[config.mk]
export PLATFORM = sky130hd
export DESIGN_NAME = sorc_router
export DESIGN_NICKNAME = d
export VERILOG_FILES = /design/src/verilog/sorc_pkg.sv /design/src/verilog/sorc_router.sv
export SDC_FILE = /design/constraint.sdc
export NUM_CORES = 2
export LEC_CHECK = 0
export BUFFER_PORTS_ARGS = -buffer_cell sky130_fd_sc_hd__buf_2
export CAP_MARGIN = 25
export CORE_AREA = 2 2 734 736
export CTS_BUF_LIST = sky130_fd_sc_hd__clkbuf_4 sky130_fd_sc_hd__clkbuf_8
export DETAILED_ROUTE_END_ITERATION = 10
export DIE_AREA = 0 0 736 738
export SYNTH_ARGS = -nofsm -noshare
export SYNTH_HDL_FRONTEND = slang
export SYNTH_SLANG_ARGS = --single-unit
export TNS_END_PERCENT = 1
[constraint.sdc]
create_clock -name mclk -period 5.5 [get_ports mclk]
set_clock_uncertainty 0.05 [all_clocks]
set_input_delay 0.275 -clock mclk [delete_from_list [all_inputs] [get_ports mclk]]
set_output_delay 0.275 -clock mclk [all_outputs]
set_load 0.02 [all_outputs]
[src/verilog/sorc_pkg.sv]
// Behaviour
// - Detect input emphasis, de-emphasize it automatically
// - Outputs never carry emphasis
// - Eight slot inputs and eight slot outputs
// - Each output picks bus, aux, direct 1-16
// - Slot inputs feed channels 17-24 fixed
// - Bus, aux, stereo taps are post-fader
// - Outputs 1-4 pick bus/aux n, direct n/n+8
// - Outputs 5-8 pick bus/aux n-4, direct n/n+8
// - Identify card type once after power-up
// - Cascade card disables channels 17-24
// - Role switch: OUT is slave, IN master
// - Cascade overrides the output selections
// - Buses summed; master faders set level
// - Aux buses joined; master sends set level
// - Effects buses stay local per console
// - Stereo joined; master stereo fader sets level
// - Solo linked, engaged only from master
// - Cascade config only on master console
`default_nettype none
package sorc_pkg;
  // ----------------------------------------
  // Audio carriers
  // ----------------------------------------
  typedef logic signed [23:0] sorc_smp_t;
  typedef struct packed {
    sorc_smp_t [3:0] bus;
    sorc_smp_t [3:0] aux;
    sorc_smp_t stL;
    sorc_smp_t stR;
  } sorc_tap_t;
  // Output source codes
  typedef enum logic [2:0] {
    SRC_BUS, SRC_AUX, SRC_DIR_LO, SRC_DIR_HI, SRC_STEREO
  } sorc_src_t;
  // Card codes, also the pin encoding
  typedef enum logic [2:0] {
    CARD_NONE, CARD_OPT, CARD_TDM, CARD_AES, CARD_MCH, CARD_CASC
  } sorc_card_t;
  // ----------------------------------------
  // Register map (byte addresses)
  // ----------------------------------------
  localparam logic [7:0] OFS_SEL = 8'h00;
  localparam logic [7:0] OFS_STAT = 8'h04;
  localparam logic [7:0] OFS_CASC = 8'h08;
  localparam int SEL_W = 3;
  localparam logic [23:0] SEL_RST = 24'h000000;
  localparam int ST_CARD = 0;
  localparam int ST_MASTER = 3;
  localparam int ST_CASC = 4;
  localparam int ST_EMPH = 8;
  localparam int CF_SOLO = 0;
  localparam int CF_STAT = 1;
  localparam logic [1:0] CF_RST = 2'h0;
  // ----------------------------------------
  // Timing
  // ----------------------------------------
  localparam int CLK_MHZ = 100;
  localparam int ID_SETTLE_US = 1;
  localparam int ID_SETTLE_CYC = ID_SETTLE_US * CLK_MHZ;
  localparam int DE_SHIFT = 2;
endpackage : sorc_pkg
`default_nettype wire

[src/verilog/sorc_router.sv]
// The implementer's own choices: the placing of the registers and register access over APB.
`timescale 1ns/1ns
`default_nettype none
module sorc_router (
  input wire logic mclk,
  input wire logic rst,
  // APB slave
  input wire logic psel,
  input wire logic penable,
  input wire logic pwrite,
  input wire logic [7:0] paddr,
  input wire logic [31:0] pwdata,
  output logic [31:0] prdata,
  output logic pready,
  output logic pslverr,
  // Sample boundary pulse
  input wire logic sampleTick,
  // Post-fader taps, pre conversion
  input wire sorc_pkg::sorc_tap_t postTap,
  // Raw bus sums, before master faders
  input wire sorc_pkg::sorc_tap_t rawSum,
  input wire sorc_pkg::sorc_smp_t [15:0] dirOut,
  // Slot card side
  input wire sorc_pkg::sorc_smp_t [7:0] slotIn,
  input wire logic [7:0] slotEmph,
  input wire logic [2:0] cardIdPin,
  input wire logic roleInPin,
  input wire logic casSoloPin,
  input wire sorc_pkg::sorc_smp_t [1:0] casStIn,
  output sorc_pkg::sorc_smp_t [7:0] slotOut,
  output sorc_pkg::sorc_smp_t [1:0] casStOut,
  output logic casSoloOut,
  // Mixer side
  output sorc_pkg::sorc_smp_t [7:0] chanRet,
  output logic chanRetOn,
  output sorc_pkg::sorc_tap_t mixSum,
  output logic soloOn,
  output logic soloStat
);
  // ----------------------------------------
  // Helpers
  // ----------------------------------------
  // Saturating add; avoids wrap on summed buses
  function automatic sorc_pkg::sorc_smp_t satAdd(
    input sorc_pkg::sorc_smp_t a,
    input sorc_pkg::sorc_smp_t b
  );
    logic signed [24:0] s;
    s = 25'(a) + 25'(b);
    if (s > 25'sh07FFFFF) begin
      satAdd = 24'sh7FFFFF;
    end else if (s < -25'sh0800000) begin
      satAdd = -24'sh800000;
    end else begin
      satAdd = s[23:0];
    end
  endfunction : satAdd

  // One-pole shelf; approximates the de-emphasis curve
  function automatic sorc_pkg::sorc_smp_t deEmph(
    input sorc_pkg::sorc_smp_t x,
    input sorc_pkg::sorc_smp_t yp
  );
    logic signed [24:0] d;
    d = 25'(x) - 25'(yp);
    deEmph = satAdd(yp, 24'(d >>> sorc_pkg::DE_SHIFT));
  endfunction : deEmph

  // ----------------------------------------
  // Pin synchronisers (3 stages)
  // ----------------------------------------
  logic [4:0] pinS1_r; // First stage only feeds pinS2_r
  logic [4:0] pinS2_r;
  logic [4:0] pinS3_r;
  logic [4:0] pinStab_r; // Agreed value
  always_ff @(posedge mclk) begin
    if (rst) begin
      pinS1_r <= 5'h00;
      pinS2_r <= 5'h00;
      pinS3_r <= 5'h00;
      pinStab_r <= 5'h00;
    end else begin
      pinS1_r <= {casSoloPin, roleInPin, cardIdPin};
      pinS2_r <= pinS1_r;
      pinS3_r <= pinS2_r;
      // Take bits only where stages 2 and 3 agree
      pinStab_r <= (pinS2_r & pinS3_r)
                 | (pinStab_r & (pinS2_r | pinS3_r));
    end
  end

  // ----------------------------------------
  // Card identification after reset
  // ----------------------------------------
  logic [7:0] idCnt_r; // Settle timer
  logic idDone_r;
  sorc_pkg::sorc_card_t card_r;
  logic master_r; // Cascade role IN
  logic casc_r; // Cascade card fitted
  // Sampled once; the card cannot change while powered
  always_ff @(posedge mclk) begin
    if (rst) begin
      idCnt_r <= 8'h00;
      idDone_r <= 1'b0;
      card_r <= sorc_pkg::CARD_NONE;
      master_r <= 1'b0;
      casc_r <= 1'b0;
    end else if (!idDone_r) begin
      if (32'(idCnt_r) < sorc_pkg::ID_SETTLE_CYC - 1) begin
        idCnt_r <= idCnt_r + 8'h01;
      end else begin
        idDone_r <= 1'b1;
        if (pinStab_r[2:0] > 3'h5) begin
          card_r <= sorc_pkg::CARD_NONE; // Unknown code
        end else begin
          card_r <= sorc_pkg::sorc_card_t'(pinStab_r[2:0]);
        end
        casc_r <= (pinStab_r[2:0] == 3'h5);
        // IN means master, OUT means slave
        master_r <= (pinStab_r[2:0] == 3'h5) & pinStab_r[3];
      end
    end
  end

  // ----------------------------------------
  // APB registers
  // ----------------------------------------
  logic [23:0] sel_r; // Pending selections
  logic [1:0] cfg_r; // Master cascade config
  logic [31:0] prdata_r;
  logic pready_r;
  logic pslverr_r;
  logic setup;
  logic wrOk;
  logic [7:0] emph_r;
  assign setup = psel & ~penable;
  assign wrOk = psel & penable & pready_r & pwrite & ~pslverr_r;

  // Decode in setup so the access cycle answers at once
  always_ff @(posedge mclk) begin
    if (rst) begin
      prdata_r <= 32'h00000000;
      pready_r <= 1'b0;
      pslverr_r <= 1'b0;
    end else begin
      pready_r <= setup;
      pslverr_r <= 1'b0;
      prdata_r <= 32'h00000000;
      if (setup) begin
        case (paddr)
          sorc_pkg::OFS_SEL: begin
            prdata_r <= {8'h00, sel_r};
          end
          sorc_pkg::OFS_STAT: begin
            prdata_r[sorc_pkg::ST_CARD +: 3] <= card_r;
            prdata_r[sorc_pkg::ST_MASTER] <= master_r;
            prdata_r[sorc_pkg::ST_CASC] <= casc_r;
            prdata_r[sorc_pkg::ST_EMPH +: 8] <= emph_r;
          end
          sorc_pkg::OFS_CASC: begin
            // Slave has no cascade page
            if (master_r) begin
              prdata_r[1:0] <= cfg_r;
            end else begin
              pslverr_r <= 1'b1;
            end
          end
          default: begin
            pslverr_r <= 1'b1; // Unmapped
          end
        endcase
      end
    end
  end

  // Selection store; held until rewritten
  always_ff @(posedge mclk) begin
    if (rst) begin
      sel_r <= sorc_pkg::SEL_RST;
    end else if (wrOk && paddr == sorc_pkg::OFS_SEL) begin
      sel_r <= pwdata[23:0];
    end
  end

  // Cascade config, writable on master only
  always_ff @(posedge mclk) begin
    if (rst) begin
      cfg_r <= sorc_pkg::CF_RST;
    end else if (!master_r) begin
      cfg_r <= sorc_pkg::CF_RST;
    end else if (wrOk && paddr == sorc_pkg::OFS_CASC) begin
      cfg_r <= pwdata[1:0];
    end
  end

  // ----------------------------------------
  // De-emphasis of slot inputs
  // ----------------------------------------
  sorc_pkg::sorc_smp_t [7:0] dePrev_r; // Filter state
  sorc_pkg::sorc_smp_t [7:0] slotDe; // Flat audio
  always_comb begin
    for (int i = 0; i < 8; i++) begin
      // Flagged channels go through the filter
      slotDe[i] = slotEmph[i] ? deEmph(slotIn[i], dePrev_r[i])
                              : slotIn[i];
    end
  end

  // Filter state advances once per sample
  always_ff @(posedge mclk) begin
    if (rst) begin
      dePrev_r <= '0;
      emph_r <= 8'h00;
    end else if (sampleTick) begin
      dePrev_r <= slotDe;
      emph_r <= slotEmph;
    end
  end

  // ----------------------------------------
  // Returns to channels 17-24
  // ----------------------------------------
  sorc_pkg::sorc_smp_t [7:0] chanRet_r;
  logic chanRetOn_r;
  always_ff @(posedge mclk) begin
    if (rst) begin
      chanRet_r <= '0;
      chanRetOn_r <= 1'b0;
    end else if (sampleTick) begin
      // Fixed one-to-one map
      chanRetOn_r <= idDone_r & ~casc_r;
      for (int i = 0; i < 8; i++) begin
        chanRet_r[i] <= casc_r ? '0 : slotDe[i];
      end
    end
  end

  // ----------------------------------------
  // Slot output selection
  // ----------------------------------------
  logic [23:0] selAct_r; // Applied selections
  always_ff @(posedge mclk) begin
    if (rst) begin
      selAct_r <= sorc_pkg::SEL_RST;
    end else if (sampleTick) begin
      selAct_r <= sel_r; // Sample-aligned swap
    end
  end

  sorc_pkg::sorc_smp_t [7:0] pick;
  always_comb begin
    for (int n = 0; n < 8; n++) begin
      // Post-fader taps only
      case (sorc_pkg::sorc_src_t'(selAct_r[n*3 +: 3]))
        sorc_pkg::SRC_BUS: begin
          pick[n] = postTap.bus[n % 4];
        end
        sorc_pkg::SRC_AUX: begin
          pick[n] = postTap.aux[n % 4];
        end
        sorc_pkg::SRC_DIR_LO: begin
          pick[n] = dirOut[n]; // Channels 1-8
        end
        sorc_pkg::SRC_DIR_HI: begin
          pick[n] = dirOut[n + 8]; // Channels 9-16
        end
        sorc_pkg::SRC_STEREO: begin
          pick[n] = (n % 2 == 0) ? postTap.stL : postTap.stR;
        end
        default: begin
          pick[n] = postTap.bus[n % 4]; // Spare codes as bus
        end
      endcase
    end
  end

  // ----------------------------------------
  // Cascade link and slot outputs
  // ----------------------------------------
  sorc_pkg::sorc_smp_t [7:0] slotOut_r;
  sorc_pkg::sorc_smp_t [1:0] casStOut_r;
  // Eight channels out; only flat audio leaves
  always_ff @(posedge mclk) begin
    if (rst) begin
      slotOut_r <= '0;
      casStOut_r <= '0;
    end else if (sampleTick) begin
      if (!casc_r) begin
        slotOut_r <= pick;
        casStOut_r <= '0;
      end else if (!master_r) begin
        // Slave sends raw sums, ignoring selections
        slotOut_r <= {rawSum.aux, rawSum.bus};
        casStOut_r <= {rawSum.stR, rawSum.stL};
      end else begin
        slotOut_r <= '0; // Master only receives
        casStOut_r <= '0;
      end
    end
  end

  // Master adds the slave's sums before its faders
  sorc_pkg::sorc_tap_t mixSum_r;
  always_ff @(posedge mclk) begin
    if (rst) begin
      mixSum_r <= '0;
    end else if (sampleTick) begin
      mixSum_r <= rawSum; // Effects never crossed
      if (casc_r && master_r) begin
        for (int k = 0; k < 4; k++) begin
          mixSum_r.bus[k] <= satAdd(rawSum.bus[k], slotIn[k]);
          mixSum_r.aux[k] <= satAdd(rawSum.aux[k], slotIn[k + 4]);
        end
        mixSum_r.stL <= satAdd(rawSum.stL, casStIn[0]);
        mixSum_r.stR <= satAdd(rawSum.stR, casStIn[1]);
      end
    end
  end

  // ----------------------------------------
  // Solo link
  // ----------------------------------------
  logic soloOn_r;
  logic soloStat_r;
  logic casSoloOut_r;
  // Only the master engages solo
  always_ff @(posedge mclk) begin
    if (rst) begin
      soloOn_r <= 1'b0;
      soloStat_r <= 1'b0;
      casSoloOut_r <= 1'b0;
    end else if (casc_r && master_r) begin
      soloOn_r <= cfg_r[sorc_pkg::CF_SOLO];
      soloStat_r <= cfg_r[sorc_pkg::CF_STAT];
      casSoloOut_r <= cfg_r[sorc_pkg::CF_SOLO];
    end else if (casc_r) begin
      soloOn_r <= pinStab_r[4]; // Follows the master
      soloStat_r <= 1'b0;
      casSoloOut_r <= 1'b0;
    end else begin
      soloOn_r <= 1'b0;
      soloStat_r <= 1'b0;
      casSoloOut_r <= 1'b0;
    end
  end

  // ----------------------------------------
  // Output drive
  // ----------------------------------------
  assign prdata = prdata_r;
  assign pready = pready_r;
  assign pslverr = pslverr_r;
  assign slotOut = slotOut_r;
  assign casStOut = casStOut_r;
  assign casSoloOut = casSoloOut_r;
  assign chanRet = chanRet_r;
  assign chanRetOn = chanRetOn_r;
  assign mixSum = mixSum_r;
  assign soloOn = soloOn_r;
  assign soloStat = soloStat_r;
endmodule : sorc_router
`default_nettype wire
==> flow_summary.toml <==
[setup_path]
path_max_fanout = 4
path_cells = "inv_2, ha_4, a21o_1, a31o_4, a221o_1, a221o_1, buf_6, and2_4, o21a_1, o21a_1, nor2_1, ha_1, a21oi_2, o31ai_2, a2111o_1, a31oi_2, buf_4, o31ai_4, or4_4, a21oi_4, buf_6, clkinvlp_4, a21boi_2, o32ai_1"
cp_top_family = "compound AO/OA/AOI/OAI gates"
worst_setup_path_start_kind = "register"
rrSetupSlack_ns = -0.08
cp_num_buf_inv = 5
endpoint_kind = "register"
arrival_ns = 6.45
worstPathRequired_ns = 6.37
critical-path-max-stage-delay_ns = 0.51
critPathSlowestCell = "or4_4"
criticalPathCategory = "register to register"

[placed_design]
place.port_buffers = 1856
place_congestion = 1.03
hpwl_um = 644000
dp_slack_ns = -0.255

[sta]
finalCritPeriodShare = 1.01
setup_tns_ns = -1.48
finalHoldViolations = 0
layout_min_cycle_time_ns = 5.58
rsz0062_at_grt = "true"
fmax_mhz = 179
maxSlewHeadroom = 0.221
setup_violations = 34
worstMarginPinSlew_ns = 1.17
worst_slack_ns = -0.0808
drv_slew = 0

[worst_hold_path]
hp-class = "input port to register"

[pwr]
p_per_area_mw_per_mm2 = 332
power_frac_comb = 0.522
p_sw_mw = 16.9
vdd_drop_max_v = 0.000241
sw_frac_of_total = 0.442
p_leak_nw = 49.7
clock_power_share = 0.255
p_seq_frac = 0.223
internal-power_mw = 21.4

[route]
vias = 100221
routedWlPerCell_um = 36.7
ant_nets = 0
drt-initial-drc-count = 11725
drcViolationCount = 0
vias_per_cell = 4.81
drtPass1Iterations = 6
drt_wl_total_um = 765000

[die]
die_y_um = 738
die_x_um = 736
initial_utilization = 0.139
core-area_sq_mm = 0.535
rows = 269
die_area_sq_mm = 0.543
io_pins = 1873

[yosys]
synth_async_sr_flop_share = 0
synth.cell_area_sq_mm = 0.0742
ys_seq_area_frac = 0.266
synth_edf_count = 0
ys_warn_count = 0
yosys.cell_types.count = 100
synth_seq_cells = 986
ys.flop_type = "dfxtp_1"
avgSynthCellArea_sq_um = 7.78
synth_cells = 9537

[global_route]
grt_pass1_wl_um = 950000
antenna_found_initial = 607
first_global_vias = 90921
grt.overflow.total = 0
grt_start_max_net_pins = 160
grt_util_all_layers = 0.266

[final_layout]
ff_latch_area_sq_mm = 0.0197
area_growth_pct = 55.6
multiInputGateArea_sq_mm = 0.0516
n_fill_cell = 60005
drive_above_1_share = 0.237
nets = 14755
fin_util = 0.216

[clocking]
cts_buffer_depth = 4
cts_tree = "done"
clock-sinks = 986
insertion_delay_ns = 1.20
h-tree-depth = 4
cts-root-buf = "clkbuf_8"
clkTransAtPathRegs_ns = 0.07
cts_buffers = 214

[outcome]
outcome = "finished, violations left"
violations = "setup timing"

[flow_run]
drv_cap = 0
==> layer usage <==
layer / wire, um / part of all wire / track usage / up-vias
li1: - / - / - / 43109
met2: 313000 / 0.41 / 0.385 / 6550
met4: 63800 / 0.083 / 0.196 / 224
met5: 1750 / 0.0023 / 0 / -
met1: 298000 / 0.39 / 0.318 / 48638
met3: 88000 / 0.12 / 0.105 / 1700
==> cell families (layout without fill, tap and decap cells) <==
| kind of cell | Yosys count | in the layout | synth area share |
|---|---|---|---|
| muxes | 101 | 101 | 0.0140 |
| AOI/OAI and AO/OA | 3410 | 3410 | 0.315 |
| xor gates and xnor gates | 477 | 477 | 0.0564 |
| and+or+nand+nor | 2949 | 2949 | 0.184 |
| buffers and inverters | 929 | 4493 | 0.0484 |
| DFF | 986 | 986 | 0.266 |
| other | 1 | 705 | 0.0000506 |
| adders and majority gates | 684 | 684 | 0.116 |
==> per-stage QoR <==
stage | cell area, sq um | cells | hold WS (ns) | total power, mW
detailed placement | 95400 | 18471 | 0.384 | 27.0
global placement | 95200 | 18464 | 0.381 | 27.0
finish | 115000 | 20851 | 0.0173 | 38.4
floorplan | 74200 | 9544 | 0.325 | 19.4
CTS | 113000 | 20147 | 0.000378 | 38.0
global route | 115000 | 20555 | 0.00445 | 40.3
==> power groups by stage <==
stage               sequential [mW]  combinational, mW  clock [mW]
floorplan                      9.05               10.3           0
global route                   8.63               21.5        10.2
finish                         8.57               20.0        9.78
CTS                            8.55               19.5        9.96
detailed placement             8.70               18.3           0
global placement               8.69               18.3           0
==> timing repair <==
item | CTS | global route
endpoints found under the setup margin | 68 | 362
resized for setup | 25 | 85
buffers inserted | 1 | 5
hold buffers | 1291 | 0
pin swaps | 2 | 24
gates cloned | 1 | 0
hold endpoints to repair | 965 | 0
==> synthesized netlist by cell type, drive strengths merged, types with 23 or more instances <==
master   count  area [sq um]
dfxtp      986         19700
nor2       960          3600
nand2      818          3070
a21oi      723          3700
ha         633          7920
o21ai      627          3140
clkbuf     529          1990
a22oi      437          3280
inv        350          1310
nand3      323          1620
xnor2      308          2700
a211oi     306          2310
a21o       260          1950
and3       229          1430
a221oi     196          1730
xor2       169          1490
o21a       108           811
or3        107           669
mux2i       96           986
nor2b       96           601
nand2b      91           569
nor3        86           430
and2        67           420
o211ai      66           505
a31oi       65           407
o21bai      63           477
o22ai       51           319
o221ai      50           438
buf         48           284
o31ai       48           365
a2111oi     45           558
or2         43           269
a22o        41           359
a311oi      41           372
nand4       41           257
maj3        33           330
a221o       31           310
a211o       30           263
a32o        27           270
nor3b       23           173
==> cell usage in the layout, fill, tap and decap left out, types with 86 or more instances in the layout <==
master / count
xnor2_1: 307
a21oi_1: 688
nand2_1: 810
nand3_1: 323
and3_1: 228
a211oi_1: 296
ha_1: 631
inv_1: 344
nor2b_1: 95
buf_4: 568
buf_2: 1854
nor3_1: 86
mux2i_1: 94
xor2_1: 160
dlygate4sd3_1: 1291
a221oi_1: 189
a21o_1: 259
dfxtp_1: 983
o21a_1: 107
o21ai_0: 596
diode_2: 697
nor2_1: 946
a22oi_1: 437
clkbuf_8: 268
nand2b_1: 91
or3_1: 107
==> worst reg2reg max path: stages (launching register included) <==
cell and delay (ns):
dfxtp_2 0.34, inv_2 0.04, ha_4 0.21, a21o_1 0.18, a31o_4 0.22, a221o_1 0.39
a221o_1 0.43, buf_6 0.14, and2_4 0.15, o21a_1 0.20, o21a_1 0.21, nor2_1 0.10
ha_1 0.29, a21oi_2 0.19, o31ai_2 0.11, a2111o_1 0.43, a31oi_2 0.19, buf_4 0.16
o31ai_4 0.06, or4_4 0.51, a21oi_4 0.28, buf_6 0.16, clkinvlp_4 0.11, a21boi_2 0.18
o32ai_1 0.09
==> final timing paths <==
check,start,endpoint,cells past startpoint
worst max-delay path,dePrev_r[26]$_SDFFE_PP0P_,dePrev_r[39]$_SDFFE_PP0P_,24
worst min-delay path,dirOut[197],slotOut[5]$_SDFFE_PP0P_,5
worst max register to register,dePrev_r[26]$_SDFFE_PP0P_,dePrev_r[39]$_SDFFE_PP0P_,24
worst min register to register,chanRet[100]$_SDFFE_PP0P_,chanRet[100]$_SDFFE_PP0P_,1
==> registers in the layout, indices dropped and copies added, names as in the netlist, 2 cells and up <==
register and cells:
pinS2_r 5, casStOut 48, cfg_r 2, chanRet 192, mixSum 240, pinS3_r 5
slotOut 192, pinStab_r 5, idCnt_r 8, selAct_r 24, sel_r 24, dePrev_r 192
pinS1_r 5, emph_r 8, card_r 3, prdata 24
==> final cells by class <==
type	instances	area share
multi-input combinational	7629	0.447
antenna	697	0.0151
timing repair buffer	3758	0.237
clock inverter	72	0.00741
sequential	986	0.171
tap	7046	0.0764
inverter	352	0.0116
clock buffer	311	0.0347
Note: power is estimated with default switching activity, not from simulation.
